## config.mk

```make
export PLATFORM = sky130hd
export DESIGN_NAME = scd_top
export DESIGN_NICKNAME = d
export VERILOG_FILES = /design/src/core/scd_pkg.sv /design/src/core/scd_div.sv /design/src/core/scd_top.sv
export SDC_FILE = /design/constraint.sdc
export NUM_CORES = 1
export LEC_CHECK = 0
export BUFFER_PORTS_ARGS = -buffer_cell sky130_fd_sc_hd__buf_2
export CAP_MARGIN = 15
export CORE_MARGIN = 2
export CORE_UTILIZATION = 52
export DETAILED_ROUTE_END_ITERATION = 12
export HOLD_SLACK_MARGIN = 0.12
export MAX_ROUTING_LAYER = met4
export PLACE_DENSITY = 0.78
export SKIP_CTS_REPAIR_TIMING = 1
export SLEW_MARGIN = 20
export SYNTH_ARGS = -nofsm -noshare
export SYNTH_HDL_FRONTEND = slang
export SYNTH_SLANG_ARGS = --single-unit
```

## constraint.sdc

```tcl
create_clock -name mclk -period 2.4 [get_ports mclk]
set_clock_uncertainty 0.2 [all_clocks]
set_input_delay 0 -clock mclk [delete_from_list [all_inputs] [get_ports mclk]]
set_output_delay 0 -clock mclk [all_outputs]
set_load 0.005 [all_outputs]
```

## src/core/scd_pkg.sv

```systemverilog
// Package: register map, fields, reset values and types of the system clock divider control
package scd_pkg;

	// ==========================================================
	// Widths
	localparam int unsigned SCD_DATA_W = 8;
	localparam int unsigned SCD_ADDR_W = 8;
	localparam int unsigned SCD_CPU_W  = 4;
	localparam int unsigned SCD_PRE_W  = 12;
	localparam int unsigned SCD_BT_W   = 8;

	// ==========================================================
	// Register offsets
	localparam logic [7:0] SCD_CLK_SETUP_OFS = 8'hd4;
	localparam logic [7:0] SCD_SRC_SEL_OFS   = 8'hd6;
	localparam logic [7:0] SCD_BT_SETUP_OFS  = 8'hdc;
	localparam logic [7:0] SCD_BT_COUNT_OFS  = 8'hdd;

	// ==========================================================
	// Field positions
	localparam int unsigned SCD_WAKE_DIS_BIT   = 7;
	localparam int unsigned SCD_CPU_DIV_LSB    = 3;
	localparam int unsigned SCD_CPU_DIV_MSB    = 4;
	localparam int unsigned SCD_BT_SEL_LSB     = 2;
	localparam int unsigned SCD_BT_SEL_MSB     = 3;
	localparam int unsigned SCD_BT_CNT_CLR_BIT = 1;
	localparam int unsigned SCD_BT_DIV_CLR_BIT = 0;
	localparam int unsigned SCD_SRC_SEL_BIT    = 0;

	// ==========================================================
	// Modes
	typedef enum logic [1:0] {
		SCD_CPU_DIV16 = 2'h0,
		SCD_CPU_DIV8  = 2'h1,
		SCD_CPU_DIV2  = 2'h2,
		SCD_CPU_DIV1  = 2'h3
	} scd_cpu_div_t;

	typedef enum logic [1:0] {
		SCD_BT_SRC_4096 = 2'h0,
		SCD_BT_SRC_1024 = 2'h1,
		SCD_BT_SRC_128  = 2'h2,
		SCD_BT_SRC_OFF  = 2'h3
	} scd_bt_src_t;

	// ==========================================================
	// Reset values
	localparam scd_cpu_div_t SCD_CPU_DIV_RST  = SCD_CPU_DIV16;
	localparam scd_bt_src_t  SCD_BT_SEL_RST   = SCD_BT_SRC_4096;
	localparam logic         SCD_WAKE_DIS_RST = 1'h0;
	localparam logic         SCD_SRC_SEL_RST  = 1'h0;
	localparam logic [7:0]   SCD_ZERO_BYTE    = 8'h00;

	// ==========================================================
	// Divider tap masks: a tap fires when all masked bits are ones
	localparam logic [3:0]  SCD_CPU_MASK_16 = 4'hf;
	localparam logic [3:0]  SCD_CPU_MASK_8  = 4'h7;
	localparam logic [3:0]  SCD_CPU_MASK_2  = 4'h1;
	localparam logic [3:0]  SCD_CPU_MASK_1  = 4'h0;
	localparam logic [11:0] SCD_PRE_MASK_4096 = 12'hfff;
	localparam logic [11:0] SCD_PRE_MASK_1024 = 12'h3ff;
	localparam logic [11:0] SCD_PRE_MASK_128  = 12'h07f;

	// ==========================================================
	// Carriers
	typedef struct packed {
		logic [7:0] addr;
		logic [7:0] wdata;
		logic       wr;
		logic       rd;
	} scd_bus_req_t;

	typedef struct packed {
		logic main_tick;
		logic sub_tick;
	} scd_osc_t;

endpackage : scd_pkg

```

## src/core/scd_div.sv

```systemverilog
// Free-running counter with synchronous clear, used for every divider stage
`timescale 1ns/100ps
`default_nettype none

module scd_div
	import scd_pkg::*;
#(
	parameter int unsigned WIDTH = 8
) (
	// Clock and reset
	input  wire logic             mclk,
	input  wire logic             rst,
	// Control
	input  wire logic             clr,
	input  wire logic             en,
	// Count
	output logic [WIDTH-1:0]      cnt,
	output logic                  wrap
);

	logic [WIDTH-1:0] cnt_q;
	logic [WIDTH-1:0] cnt_d;

	// ==========================================================
	// Next count: clear wins over counting
	always_comb begin
		cnt_d = cnt_q;
		if (clr) begin
			cnt_d = '0;
		end else if (en) begin
			cnt_d = cnt_q + 1'b1;
		end
	end

	always_ff @(posedge mclk) begin
		if (rst) begin
			cnt_q <= '0;
		end else begin
			cnt_q <= cnt_d;
		end
	end

	assign cnt  = cnt_q;
	assign wrap = en & (&cnt_q) & ~clr;

endmodule : scd_div

`default_nettype wire

```

## src/core/scd_top.sv

```systemverilog
// System clock divider control: CPU clock divider, basic timer clears, wake-up gate
// ==========================================================
// Overview of operation
// - Writing counter-clear zeroes timer, bit self-clears
// - Writing divider-clear zeroes prescaler, bit self-clears
// - All dividers run from selected oscillator
// - Bits 4:3 pick divide 16, 8, 2, 1
// - Reset selects divide by sixteen
//
// Added by the designer: the plain strobed port.
`timescale 1ns/100ps
`default_nettype none

module scd_top
	import scd_pkg::*;
(
	// Clock and reset
	input  wire logic          mclk,
	input  wire logic          rst,
	// Register port
	input  wire scd_bus_req_t  bus_req,
	output logic [7:0]         rd_data,
	// Oscillator ticks, one cycle each
	input  wire scd_osc_t      osc,
	// Wake-up request from the main oscillator
	input  wire logic          osc_wake_req,
	// Clock enables and timer
	output logic               fxx_tick,
	output logic               cpu_clk_en,
	output logic               bt_tick,
	output logic               bt_overflow,
	output logic [7:0]         bt_count,
	// Status
	output logic               fxx_src_sub,
	output logic               osc_wake_irq_en,
	output logic               osc_wake_irq
);

	// ==========================================================
	// Register state
	scd_cpu_div_t cpu_div_q;
	scd_cpu_div_t cpu_div_d;
	scd_bt_src_t  bt_sel_q;
	scd_bt_src_t  bt_sel_d;
	logic         wake_dis_q;
	logic         wake_dis_d;
	logic         src_sub_q;
	logic         src_sub_d;
	logic [7:0]   rd_data_q;
	logic [7:0]   rd_data_d;

	logic         wr_clk;
	logic         wr_src;
	logic         wr_bt;
	logic         bt_cnt_clr;
	logic         pre_clr;

	// ==========================================================
	// Address decode
	assign wr_clk = bus_req.wr && (bus_req.addr == SCD_CLK_SETUP_OFS);
	assign wr_src = bus_req.wr && (bus_req.addr == SCD_SRC_SEL_OFS);
	assign wr_bt  = bus_req.wr && (bus_req.addr == SCD_BT_SETUP_OFS);

	// Clear commands are pulses; nothing stores them, so they read back as zero
	assign bt_cnt_clr = wr_bt && bus_req.wdata[SCD_BT_CNT_CLR_BIT];
	assign pre_clr    = wr_bt && bus_req.wdata[SCD_BT_DIV_CLR_BIT];

	// ==========================================================
	// Register writes
	always_comb begin
		cpu_div_d  = cpu_div_q;
		bt_sel_d   = bt_sel_q;
		wake_dis_d = wake_dis_q;
		src_sub_d  = src_sub_q;
		if (wr_clk) begin
			cpu_div_d  = scd_cpu_div_t'(bus_req.wdata[SCD_CPU_DIV_MSB:SCD_CPU_DIV_LSB]);
			wake_dis_d = bus_req.wdata[SCD_WAKE_DIS_BIT];
		end
		if (wr_src) begin
			src_sub_d = bus_req.wdata[SCD_SRC_SEL_BIT];
		end
		if (wr_bt) begin
			bt_sel_d = scd_bt_src_t'(bus_req.wdata[SCD_BT_SEL_MSB:SCD_BT_SEL_LSB]);
		end
	end

	always_ff @(posedge mclk) begin
		if (rst) begin
			cpu_div_q  <= SCD_CPU_DIV_RST;
			bt_sel_q   <= SCD_BT_SEL_RST;
			wake_dis_q <= SCD_WAKE_DIS_RST;
			src_sub_q  <= SCD_SRC_SEL_RST;
		end else begin
			cpu_div_q  <= cpu_div_d;
			bt_sel_q   <= bt_sel_d;
			wake_dis_q <= wake_dis_d;
			src_sub_q  <= src_sub_d;
		end
	end

	// ==========================================================
	// Reference clock: the selected oscillator only
	assign fxx_tick    = src_sub_q ? osc.sub_tick : osc.main_tick;
	assign fxx_src_sub = src_sub_q;

	// ==========================================================
	// CPU clock divider
	logic [3:0] cpu_cnt;
	logic [3:0] cpu_mask;

	scd_div #(
		.WIDTH (SCD_CPU_W)
	) u_cpu_div (
		.mclk (mclk),
		.rst  (rst),
		.clr  (1'b0),
		.en   (fxx_tick),
		.cnt  (cpu_cnt),
		.wrap ()
	);

	always_comb begin
		unique case (cpu_div_q)
			SCD_CPU_DIV16: cpu_mask = SCD_CPU_MASK_16;
			SCD_CPU_DIV8:  cpu_mask = SCD_CPU_MASK_8;
			SCD_CPU_DIV2:  cpu_mask = SCD_CPU_MASK_2;
			SCD_CPU_DIV1:  cpu_mask = SCD_CPU_MASK_1;
		endcase
	end

	// A divide change takes effect at once; the first slow pulse may come early
	assign cpu_clk_en = fxx_tick && ((cpu_cnt & cpu_mask) == cpu_mask);

	// ==========================================================
	// Basic timer prescaler and counter
	logic [11:0] pre_cnt;
	logic [11:0] pre_mask;

	scd_div #(
		.WIDTH (SCD_PRE_W)
	) u_pre_div (
		.mclk (mclk),
		.rst  (rst),
		.clr  (pre_clr),
		.en   (fxx_tick),
		.cnt  (pre_cnt),
		.wrap ()
	);

	always_comb begin
		unique case (bt_sel_q)
			SCD_BT_SRC_4096: pre_mask = SCD_PRE_MASK_4096;
			SCD_BT_SRC_1024: pre_mask = SCD_PRE_MASK_1024;
			SCD_BT_SRC_128:  pre_mask = SCD_PRE_MASK_128;
			SCD_BT_SRC_OFF:  pre_mask = SCD_PRE_MASK_4096;
		endcase
	end

	// Tap is held off while the prescaler is being cleared
	assign bt_tick = fxx_tick && !pre_clr && (bt_sel_q != SCD_BT_SRC_OFF)
		&& ((pre_cnt & pre_mask) == pre_mask);

	scd_div #(
		.WIDTH (SCD_BT_W)
	) u_bt_cnt (
		.mclk (mclk),
		.rst  (rst),
		.clr  (bt_cnt_clr),
		.en   (bt_tick),
		.cnt  (bt_count),
		.wrap (bt_overflow)
	);

	// ==========================================================
	// Wake-up interrupt gate
	assign osc_wake_irq_en = !wake_dis_q;
	assign osc_wake_irq    = osc_wake_req && !wake_dis_q;

	// ==========================================================
	// Read data, valid in the cycle after the read strobe
	always_comb begin
		rd_data_d = SCD_ZERO_BYTE;
		if (bus_req.rd) begin
			unique case (bus_req.addr)
				SCD_CLK_SETUP_OFS: begin
					rd_data_d[SCD_WAKE_DIS_BIT] = wake_dis_q;
					rd_data_d[SCD_CPU_DIV_MSB:SCD_CPU_DIV_LSB] = cpu_div_q;
				end
				SCD_SRC_SEL_OFS: begin
					rd_data_d[SCD_SRC_SEL_BIT] = src_sub_q;
				end
				SCD_BT_SETUP_OFS: begin
					rd_data_d[SCD_BT_SEL_MSB:SCD_BT_SEL_LSB] = bt_sel_q;
				end
				SCD_BT_COUNT_OFS: begin
					rd_data_d = bt_count;
				end
				default: begin
					rd_data_d = SCD_ZERO_BYTE;
				end
			endcase
		end
	end

	always_ff @(posedge mclk) begin
		if (rst) begin
			rd_data_q <= SCD_ZERO_BYTE;
		end else begin
			rd_data_q <= rd_data_d;
		end
	end

	assign rd_data = rd_data_q;
endmodule : scd_top

`default_nettype wire

```

==> metrics.md, run 1 <==
| Metric | Value |
|---|---|
| Min Clock Period, post-route | approximately 2300 ps |
| Layout area overhead | 35.2% |
| CTS Sinks | 38 |
| Synthesized netlist cell count | 203 |
| LEAKAGE | 1.03 nW |
| GRT Total Usage | 0.211 |
| Die H | roughly 63 um |
| Core footprint | 0.00336 mm2 |
| PD cells | 481 mW/mm2 |
| Synthesis warning total | 0 |
| Worst path bufs/invs | 3 |
| Post-synth EDFFs | 0 |
| Rows | 21 |
| Slowest-stage cell, CP | dlygate4sd3_1 |
| CP startpoint kind | input port |
| Routed length on met3 | between 200 and 250 um |
| Uppermost routed layer | met4 |
| CTS H-tree depth | 2 |
| Post-synth top cells | dfxtp_1 (38), nand2_1 (25), nor2_1 (21), mux2i_1 (15) |
| Area leader, netlist | dfxtp_1 |
| Placed Area | 0.00205 mm2 |
| Port buffer count | 43 |
| WL met1 | 2.00 mm |
| Synth cell types | 40 |
| Nets | slightly above 300 |
| Pin count of the biggest net entering global routing | 17 |
| Drt wl/cell | 14.0 um |
| Sum Neg Setup Slack | 0 ps |
| Root Driver | clkbuf_4 |
| CP required | 2200 ps |
| Maximum fanout along the worst path | 8 |
| Final setup fails | 0 |
| Max-cap violations | 0 |
| CP delay by family, top | simple AND/OR/NAND/NOR gates |
| Tcrit/Tclk final | 0.957 |
| Fin area | 0.00247 mm2 |
| Top cells by area, synth | dfxtp_1 (42%), mux2i_1 (8.2%), nand2_1 (5.1%) |
| Least-Margin Pin Slew | roughly 690 ps |
| Worst-case clock buffer depth | 2 |
| Dominant synthesized flop cell | dfxtp_1 |
| Max VDD drop | 0.000377 V |
| Worst Hold Class | input port to flop |
| CP most frequent cell | buf_2 |
| Status | complete, no violations |
| Total grt overflow | 0 |
| CTS tree | built |
| Arrival time of the worst setup path | 2100 ps |
| Final ANT Viol Nets | 0 |
| Crit-path max cell delay | 620 ps |
| Synth Cell Area | 0.00183 mm2 |
| Area fraction of the dominant cell type after synthesis | 0.416 |
| CP Cell Sequence | buf_2 -> dlygate4sd3_1 -> nor3b_1 -> and4_1 -> nor3_4 -> and3_1 -> buf_2 |
| DP HPWL | 2.72 mm |
| Final Hold Viols | 0 |
| Vias after detailed routing | 1766 |
| CTS buffer count | 5 |
| 1st-pass router iterations | 4 |
| Setup CP Type | input port to output port |
| Gp weighted congestion | between 0.8 and 0.9 |
| Seq/Total Area, Yosys | 0.416 |
| Layout cells sized above 1 | 0.229 |
| First-pass GRT wire length | roughly 6.5 mm |
| Drt initial violations | between 90 and 100 |
| Number of diodes | 0 |
| Seq cells post-synth | 38 |
| Max Clk Rate | 0.436 GHz |
| Initial core utilization | 0.544 |
| Top Ports | 46 |
| Post-synthesis net count | 231 |
| Vias in the first global route | 1530 |
| Average cell area after synthesis | 9.00 um2 |
| CTS clk-pin slew, worst paths | roughly 130 ps |
| Power, Total | approximately 0.0012 W |
| Avg Vias per Cell | 5.43 |
| Die ar. | 0.00401 mm2 |
| Pins Over Slew Limit | 0 |
| Remaining DRCs | 0 |
| Filler instances | 266 |
| CP endpoint kind | output port |
| Most frequent cell after synthesis | dfxtp_1 |
| Initial antenna violation count | 0 |
| Asr flop ratio synth | 0 |
| Clk_lat worst skew | 360 ps |
| DRT Wirelength | approximately 4.6 mm |
| Die width | 63.3 um |
| Relative slew slack | 0.541 |
| WL met2 | around 2.2 mm |
-- power breakdown --
group	internal [W]	total, W	switching, W	leakage, nW
sequential	0.000638	0.000645	0.00000731	0.307
combinational	0.0000482	0.0000939	0.0000457	0.685
clock	0.000219	0.000451	0.000232	0.0374
-- worst register-to-register path: cells and delay by family (launching register included) --
kind / cells / cell delay [ps]
flops: 1 / 370
simple gates: 2 / 120
compound gates: 1 / 130
mux: 1 / 210
buf+inv: 2 / 1140
-- stage by stage --
stage          instances   util  hold slack [ps]  worst slack (ps)
2_1_floorplan        203      -            -83.1               460
3_3_place_gp         283  0.606             32.9               375
3_5_place_dp         283  0.609             50.6               341
4_1_cts              291  0.633             -319             -63.3
5_1_grt              325  0.735              119             -26.8
6_report             325  0.735             79.5               104
-- layout make-up --
cell class	instances	area, um2	share of cell area
Clock inverter	3	45.0	0.0182
Clock buffer	5	37.5	0.0152
Inverter	4	15.0	0.00608
Timing Repair Buffer	77	546	0.221
Tap cell	46	57.6	0.0233
Multi-Input combinational cell	152	1010	0.409
Sequential cell	38	761	0.308
-- cells in the final DEF (no fill, tap or decap), types with 3 or more instances in the layout --
| cell type | instances |
|---|---|
| inv_1 | 3 |
| nor2_1 | 21 |
| a21oi_1 | 7 |
| buf_4 | 4 |
| xor2_1 | 9 |
| xnor2_1 | 3 |
| nor4_1 | 4 |
| nand4_1 | 9 |
| ha_1 | 5 |
| nand2_1 | 25 |
| a31oi_1 | 3 |
| nand2b_1 | 7 |
| buf_2 | 43 |
| nand3_1 | 5 |
| dfxtp_1 | 38 |
| dlygate4sd3_1 | 30 |
| and2_1 | 5 |
| mux2i_1 | 15 |
| clkbuf_4 | 5 |
| and3_1 | 6 |
-- cells by family after synthesis --
family	Yosys count	share of synthesized area
flops	38	0.416
compound gates	19	0.0691
mux	15	0.0821
simple gates	101	0.299
xor+xnor	12	0.0575
fa+ha+maj	5	0.0342
buf+inv	13	0.0418
-- flip-flops by register name (all words and copies together), names as in the netlist --
register	flops
rd_data	8
u_cpu_div.cnt	4
u_bt_cnt.cnt	8
u_pre_div.cnt	12
cpu_div_q	2
wake_dis_q	1
fxx_src_sub	1
bt_sel_q	2
-- path summary, 6_finish.rpt --
path | from | endpoint | slack (ps) | cells past startpoint
hold reg to reg | u_pre_div.cnt[1] | u_pre_div.cnt[1] | 280 | 2
setup / recovery | bus_req[10] | bt_overflow | 100 | 7
setup reg to reg | bt_sel_q[1] | rd_data[3] | 150 | 6
hold / removal | bus_req[3] | u_bt_cnt.cnt[4] | 80 | 4
-- routing by layer --
metal  vias up  GRT usage
li1        866          -
met1       833      0.249
met2        56      0.340
met3        11     0.0500
met4         0     0.0978
met5         -          -
(Power assumes the default switching activity.)
==> inputs of run 2 (changes only) <==
Settings changed: CORE_UTILIZATION 52 to 47, PLACE_DENSITY 0.78 to 0.75.
Clock period 2.4 ns to 1.98 ns, I/O delays scaled along.
==> run 2 against run 1 <==
Compared with the run above:
- the run now ends with negative setup slack left
- hold slack improved by 1.8 ps
- global-route usage down 1.1 points
- clock-buffer cell count up 2
- worst setup slack got worse by 270 ps
- critical path depth is 1 lower
- die area is 10% higher
- sequential power rose by 21%
- core utilization shrank 4.1 points
- critical endpoint is now u_bt_cnt.cnt[3]
- largest power group unchanged
==> metrics.md, run 2 (synthesis gave the netlist of run 1 again) <==
| Metric | Value |
|---|---|
| Status | finished, violations left |
| Failing checks | negative setup slack |
| CP most frequent cell | buf_4 |
| Total grt overflow | 0 |
| Sequential power share | 0.559 |
| Least-Margin Pin Slew | between 300 and 400 ps |
| Slowest-stage cell, CP | or4_4 |
| Remaining DRCs | 0 |
| Max Clk Rate | 0.466 GHz |
| DP HPWL | about 2.9 mm |
| Sum Neg Setup Slack | -471 ps |
| Core Util, Final | 0.694 |
| CP required | just under 2000 ps |
| Pins Over Slew Limit | 0 |
| Most common cell after layout, fill and taps aside | buf_2 |
| Pin count of the biggest net entering global routing | 17 |
| Avg Vias per Cell | 5.28 |
| CTS Sinks | 38 |
| Drt initial violations | 90 |
| P_sw | 0.000321 W |
| 1st-pass router iterations | 4 |
| Commonest cells after routing, fill and taps aside | buf_2 (41), dfxtp_1 (36), nand2_1 (25), dlygate4sd3_1 (25), nor2_1 (21) |
| Worst-case clock buffer depth | 2 |
| Maximum fanout along the worst path | 4 |
| Clock power frac | 0.359 |
| RSZ-0062 raised after global routing | true |
| Relative slew slack | 0.744 |
| Crit Reg-Reg Startpoint | bt_sel_q[1] |
| Initial antenna violation count | 0 |
| Layout area overhead | 40.0% |
| Vias after detailed routing | ~1800 |
| First-pass GRT wire length | 6.44 mm |
| CP Cell Sequence | ha_4 -> a211o_1 -> buf_4 -> buf_4 -> or4_4 -> mux2i_1 |
| CTS tree | built |
| Max VDD drop | 0.000399 V |
| Rows | 22 |
| Die width | 66.4 um |
| DRT Wirelength | 4.56 mm |
| Die H | 66.4 um |
| CTS clk-pin slew, worst paths | 70 ps |
| Core footprint | around 0.0037 mm2 |
| Layout cells sized above 1 | 0.280 |
| Initial core utilization | 0.496 |
| Final WS setup | -164 ps |
| Min Clock Period, post-route | about 2100 ps |
| Clk_lat worst skew | 290 ps |
| Vias in the first global route | around 1400 |
| Placed Cells incl. Taps | around 300 |
| CP startpoint kind | flop |
| Net Sw Frac | 0.230 |
| Pint | 0.00107 W |
| Final setup fails | 5 |
| Comb power frac | 0.082 |
| CP endpoint kind | flop |
| Crit-path max cell delay | 500 ps |
| Final Hold Viols | 0 |
| PD cells | 545 mW/mm2 |
| Nets | approximately 310 |
| GRT Total Usage | 0.200 |
| Worst Hold Class | input port to flop |
| Final ANT Viol Nets | 0 |
| R2R Setup Slk | -160 ps |
| Hold WS | 81.3 ps |
| Arrival time of the worst setup path | roughly 2100 ps |
| CTS buffer count | 5 |
| Setup CP Type | flop to flop |
| Critical path launch point | bt_sel_q[1] |
| Die ar. | 0.00440 mm2 |
| Max-cap violations | 0 |
| Worst reg2reg path depth | 6 |
| Number of flip-flops in the largest register | 12 |
| Tcrit/Tclk final | 1.08 |
| Post-route insts no fill | between 300 and 400 |
| CTS H-tree depth | 2 |
| Top Ports | 46 |
| Number of diodes | 0 |
| Gp weighted congestion | 0.789 |
| Drt wl/cell | roughly 14 um |
| CP Capture Point | u_bt_cnt.cnt[3] |
| LEAKAGE | 1.06 nW |
| Crit Reg-Reg Endpoint | u_bt_cnt.cnt[3] |
| Port buffer count | 43 |
| Root Driver | clkbuf_8 |
[run 2: area by class of cell]
cell class / count / area, um2
Inverter: 4 / 15.0
Sequential cell: 38 / 766
Clock buffer: 7 / 76.3
Tap cell: 48 / 60.1
Timing Repair Buffer: 85 / 613
Multi-Input combinational cell: 152 / 1030
Fill cell: 280 / 1130
[run 2: worst max-delay path, delay by kind of cell, from the launching register on]
kind / cells / cell delay (ps)
buffers and inverters: 2 / 270
AO/OA/AOI/OAI: 1 / 340
adder cells (fa/ha/maj): 1 / 230
AND/OR/NAND/NOR: 1 / 500
flip-flops: 1 / 370
multiplexers: 1 / 130
[run 2: worst min-delay path by stage]
stage | depth (start not counted) | end | startpoint
5_1_grt | 3 | osc_wake_irq | osc_wake_req
2_1_floorplan | 1 | osc_wake_irq | osc_wake_req
4_1_cts | 3 | cpu_div_q[1] | bus_req[6]
3_5_place_dp | 3 | cpu_div_q[1] | bus_req[6]
3_3_place_gp | 3 | wake_dis_q | bus_req[9]
6_report | 5 | u_bt_cnt.cnt[7] | bus_req[3]
[run 2: metal layers]
metal  track usage  part of all wire  up-vias
met5             -                 0        -
met1         0.254              0.44      825
met3        0.0409             0.042        9
li1              -                 -      877
met2         0.304              0.50       54
met4        0.0918             0.020        0
[run 2: per-stage QoR]
step,power [W],setup WS [ps],area [um2]
finish,0.00139,-164,2560
global route,0.00146,-226,2560
CTS,0.00138,-216,2200
detailed placement,0.000885,21.8,2120
global placement,0.000883,65.1,2120
floorplan,0.000850,40.4,1830
[run 2: power by group through the flow]
| stage | Clock (W) | Combinational, W | Sequential (W) |
|---|---|---|---|
| floorplan | 0 | 0.0000533 | 0.000797 |
| global placement | 0 | 0.0000849 | 0.000798 |
| detailed placement | 0 | 0.0000867 | 0.000798 |
| CTS | 0.000509 | 0.0000871 | 0.000781 |
| global route | 0.000552 | 0.000124 | 0.000781 |
| finish | 0.000500 | 0.000114 | 0.000779 |
==> inputs of run 3 (changes only) <==
Settings changed: PLACE_DENSITY 0.75 to 0.73, REMOVE_ABC_BUFFERS from default to 1.
==> run 3 against run 2 <==
Compared with the run above:
- the run still ends with negative setup slack left
- via count down 2.2%
- clock power increased by 6.6%
- sequential power about the same
- non-clock buffer count decreased by 6
==> metrics.md, run 3 (synthesis gave the netlist of run 1 again) <==
| Metric | Value |
|---|---|
| CP most frequent cell | buf_6 |
| Layout cells sized above 1 | 0.274 |
| Max-cap violations | 0 |
| Clock power frac | 0.374 |
| CTS Sinks | 38 |
| Final WS setup | -67.7 ps |
| Status | finished, violations left |
| Nets | approximately 300 |
| Commonest cells after routing, fill and taps aside | buf_2 (42), dfxtp_1 (36), nand2_1 (25), dlygate4sd3_1 (25), nor2_1 (21) |
| PD cells | 564 mW/mm2 |
| Failing checks | negative setup slack |
| Sequential power share | 0.547 |
| Worst-case clock buffer depth | 2 |
| Least-Margin Pin Slew | 411 ps |
| Dpl ws | 13.8 ps |
| Layout area overhead | 38.3% |
| Net Sw Frac | 0.220 |
| Total grt overflow | 0 |
| Initial core utilization | 0.496 |
| WL met1 | 1.90 mm |
| First-pass GRT wire length | 6.29 mm |
| Remaining DRCs | 0 |
| DRT Wirelength | 4.45 mm |
| Hold WS | 90.2 ps |
| Pint | 0.00111 W |
| Top Ports | 46 |
| Placed Cells incl. Taps | 295 |
| Clk_lat worst skew | 280 ps |
| Vias in the first global route | 1451 |
| CP endpoint kind | output port |
| Comb power frac | 0.079 |
| Slowest-stage cell, CP | dfxtp_4 |
| Most common cell after layout, fill and taps aside | buf_2 |
| Number of diodes | 0 |
| Placed Area | 0.00212 mm2 |
| RSZ-0062 raised after global routing | true |
| Max VDD drop | 0.000481 V |
| CTS buffer count | 5 |
| WL met2 | 2.31 mm |
| Die width | 66.4 um |
| Final ANT Viol Nets | 0 |
| Crit-path max cell delay | ~370 ps |
| Port buffer count | 43 |
| Maximum fanout along the worst path | 5 |
| Filler instances | 289 |
| CTS tree | built |
| CP startpoint kind | flop |
| P_sw | 0.000314 W |
| CP Cell Sequence | ha_4 -> a211o_4 -> nor3_4 -> buf_6 -> and3_4 -> buf_6 |
| Die H | about 66 um |
| LEAKAGE | 1.04 nW |
| Final setup fails | 2 |
| Rows | 22 |
| Uppermost routed layer | met4 |
| Crit Reg-Reg Startpoint | bt_sel_q[1] |
| CTS H-tree depth | 2 |
| Avg Vias per Cell | around 5.2 |
| Pins Over Slew Limit | 0 |
| Post-route insts no fill | 329 |
| Critical path launch point | bt_sel_q[1] |
| Tcrit/Tclk final | 1.03 |
| Root Driver | clkbuf_8 |
| 1st-pass router iterations | 6 |
| Fin area | 0.00253 mm2 |
| Setup CP Type | flop to output port |
| Drt initial violations | 84 |
| Initial antenna violation count | 0 |
| Final Hold Viols | 0 |
| Worst Hold Class | input port to output port |
| Drt wl/cell | 13.5 um |
| Vias after detailed routing | 1726 |
| Die ar. | 0.00440 mm2 |
| CTS clk-pin slew, worst paths | 70 ps |
| Max Clk Rate | 0.488 GHz |
| Number of flip-flops in the largest register | 12 |
| Min-delay src | osc_wake_req |
| DP HPWL | 2.84 mm |
| GRT Total Usage | 0.191 |
| Arrival time of the worst setup path | ~1900 ps |
| CP required | 1780 ps |
| Routed length on met3 | 167 um |
| Min Clock Period, post-route | 2050 ps |
| Relative slew slack | 0.726 |
| Pin count of the biggest net entering global routing | 17 |
| Gp weighted congestion | 0.798 |
| Core footprint | around 0.0037 mm2 |
## run 3: cell count changes in the layout (fill, tap and decap cells not counted), sizes merged
cell,delta
buf,-6
clkinv,+1
## run 3: worst paths after layout
check                           to  cells after the start  slack, ps
setup / recovery       bt_overflow                      6        -70
hold reg to reg   u_pre_div.cnt[1]                      2        270
setup reg to reg   u_bt_cnt.cnt[6]                      5          0
hold / removal        osc_wake_irq                      3         90
## run 3: per-layer routing
metal  track usage  vias to the layer above
li1              -                      868
met3        0.0426                        7
met2         0.314                       46
met4        0.0689                        0
met5             -                        -
met1         0.230                      805
## run 3: stage by stage
stage / utilization / total power [W] / TNS, ps
after global placement: 0.574 / 0.000883 / 0
after CTS: 0.599 / 0.00141 / -91.1
after floorplan: - / 0.000838 / 0
final: 0.685 / 0.00143 / -99.7
after global routing: 0.685 / 0.00148 / -361
after detailed placement: 0.574 / 0.000883 / 0
## run 3: area by class of cell
class | count | area, um2 | area share
multi-input cells | 152 | 1040 | 0.410
flip-flops and latches | 38 | 766 | 0.303
repair buffers | 79 | 558 | 0.221
clock buffers | 7 | 86.3 | 0.0342
well taps | 48 | 60.1 | 0.0238
inverters | 4 | 15.0 | 0.00594
clock inverters | 1 | 5.00 | 0.00198
## run 3: worst max-delay path, delay by kind of cell (launching register included)
family                     cells  cell delay (ps)
AOI/OAI and AO/OA              1              370
adders and majority gates      1              240
buffers and inverters          2              210
DFF                            1              370
and+or+nand+nor                2              370
## run 3: power groups by stage
stage / Sequential (W) / Clock (W) / Combinational (W)
after floorplan: 0.000797 / 0 / 0.0000414
after global placement: 0.000798 / 0 / 0.0000850
after detailed placement: 0.000798 / 0 / 0.0000853
after CTS: 0.000780 / 0.000544 / 0.0000857
after global routing: 0.000780 / 0.000578 / 0.000126
final: 0.000779 / 0.000533 / 0.000113
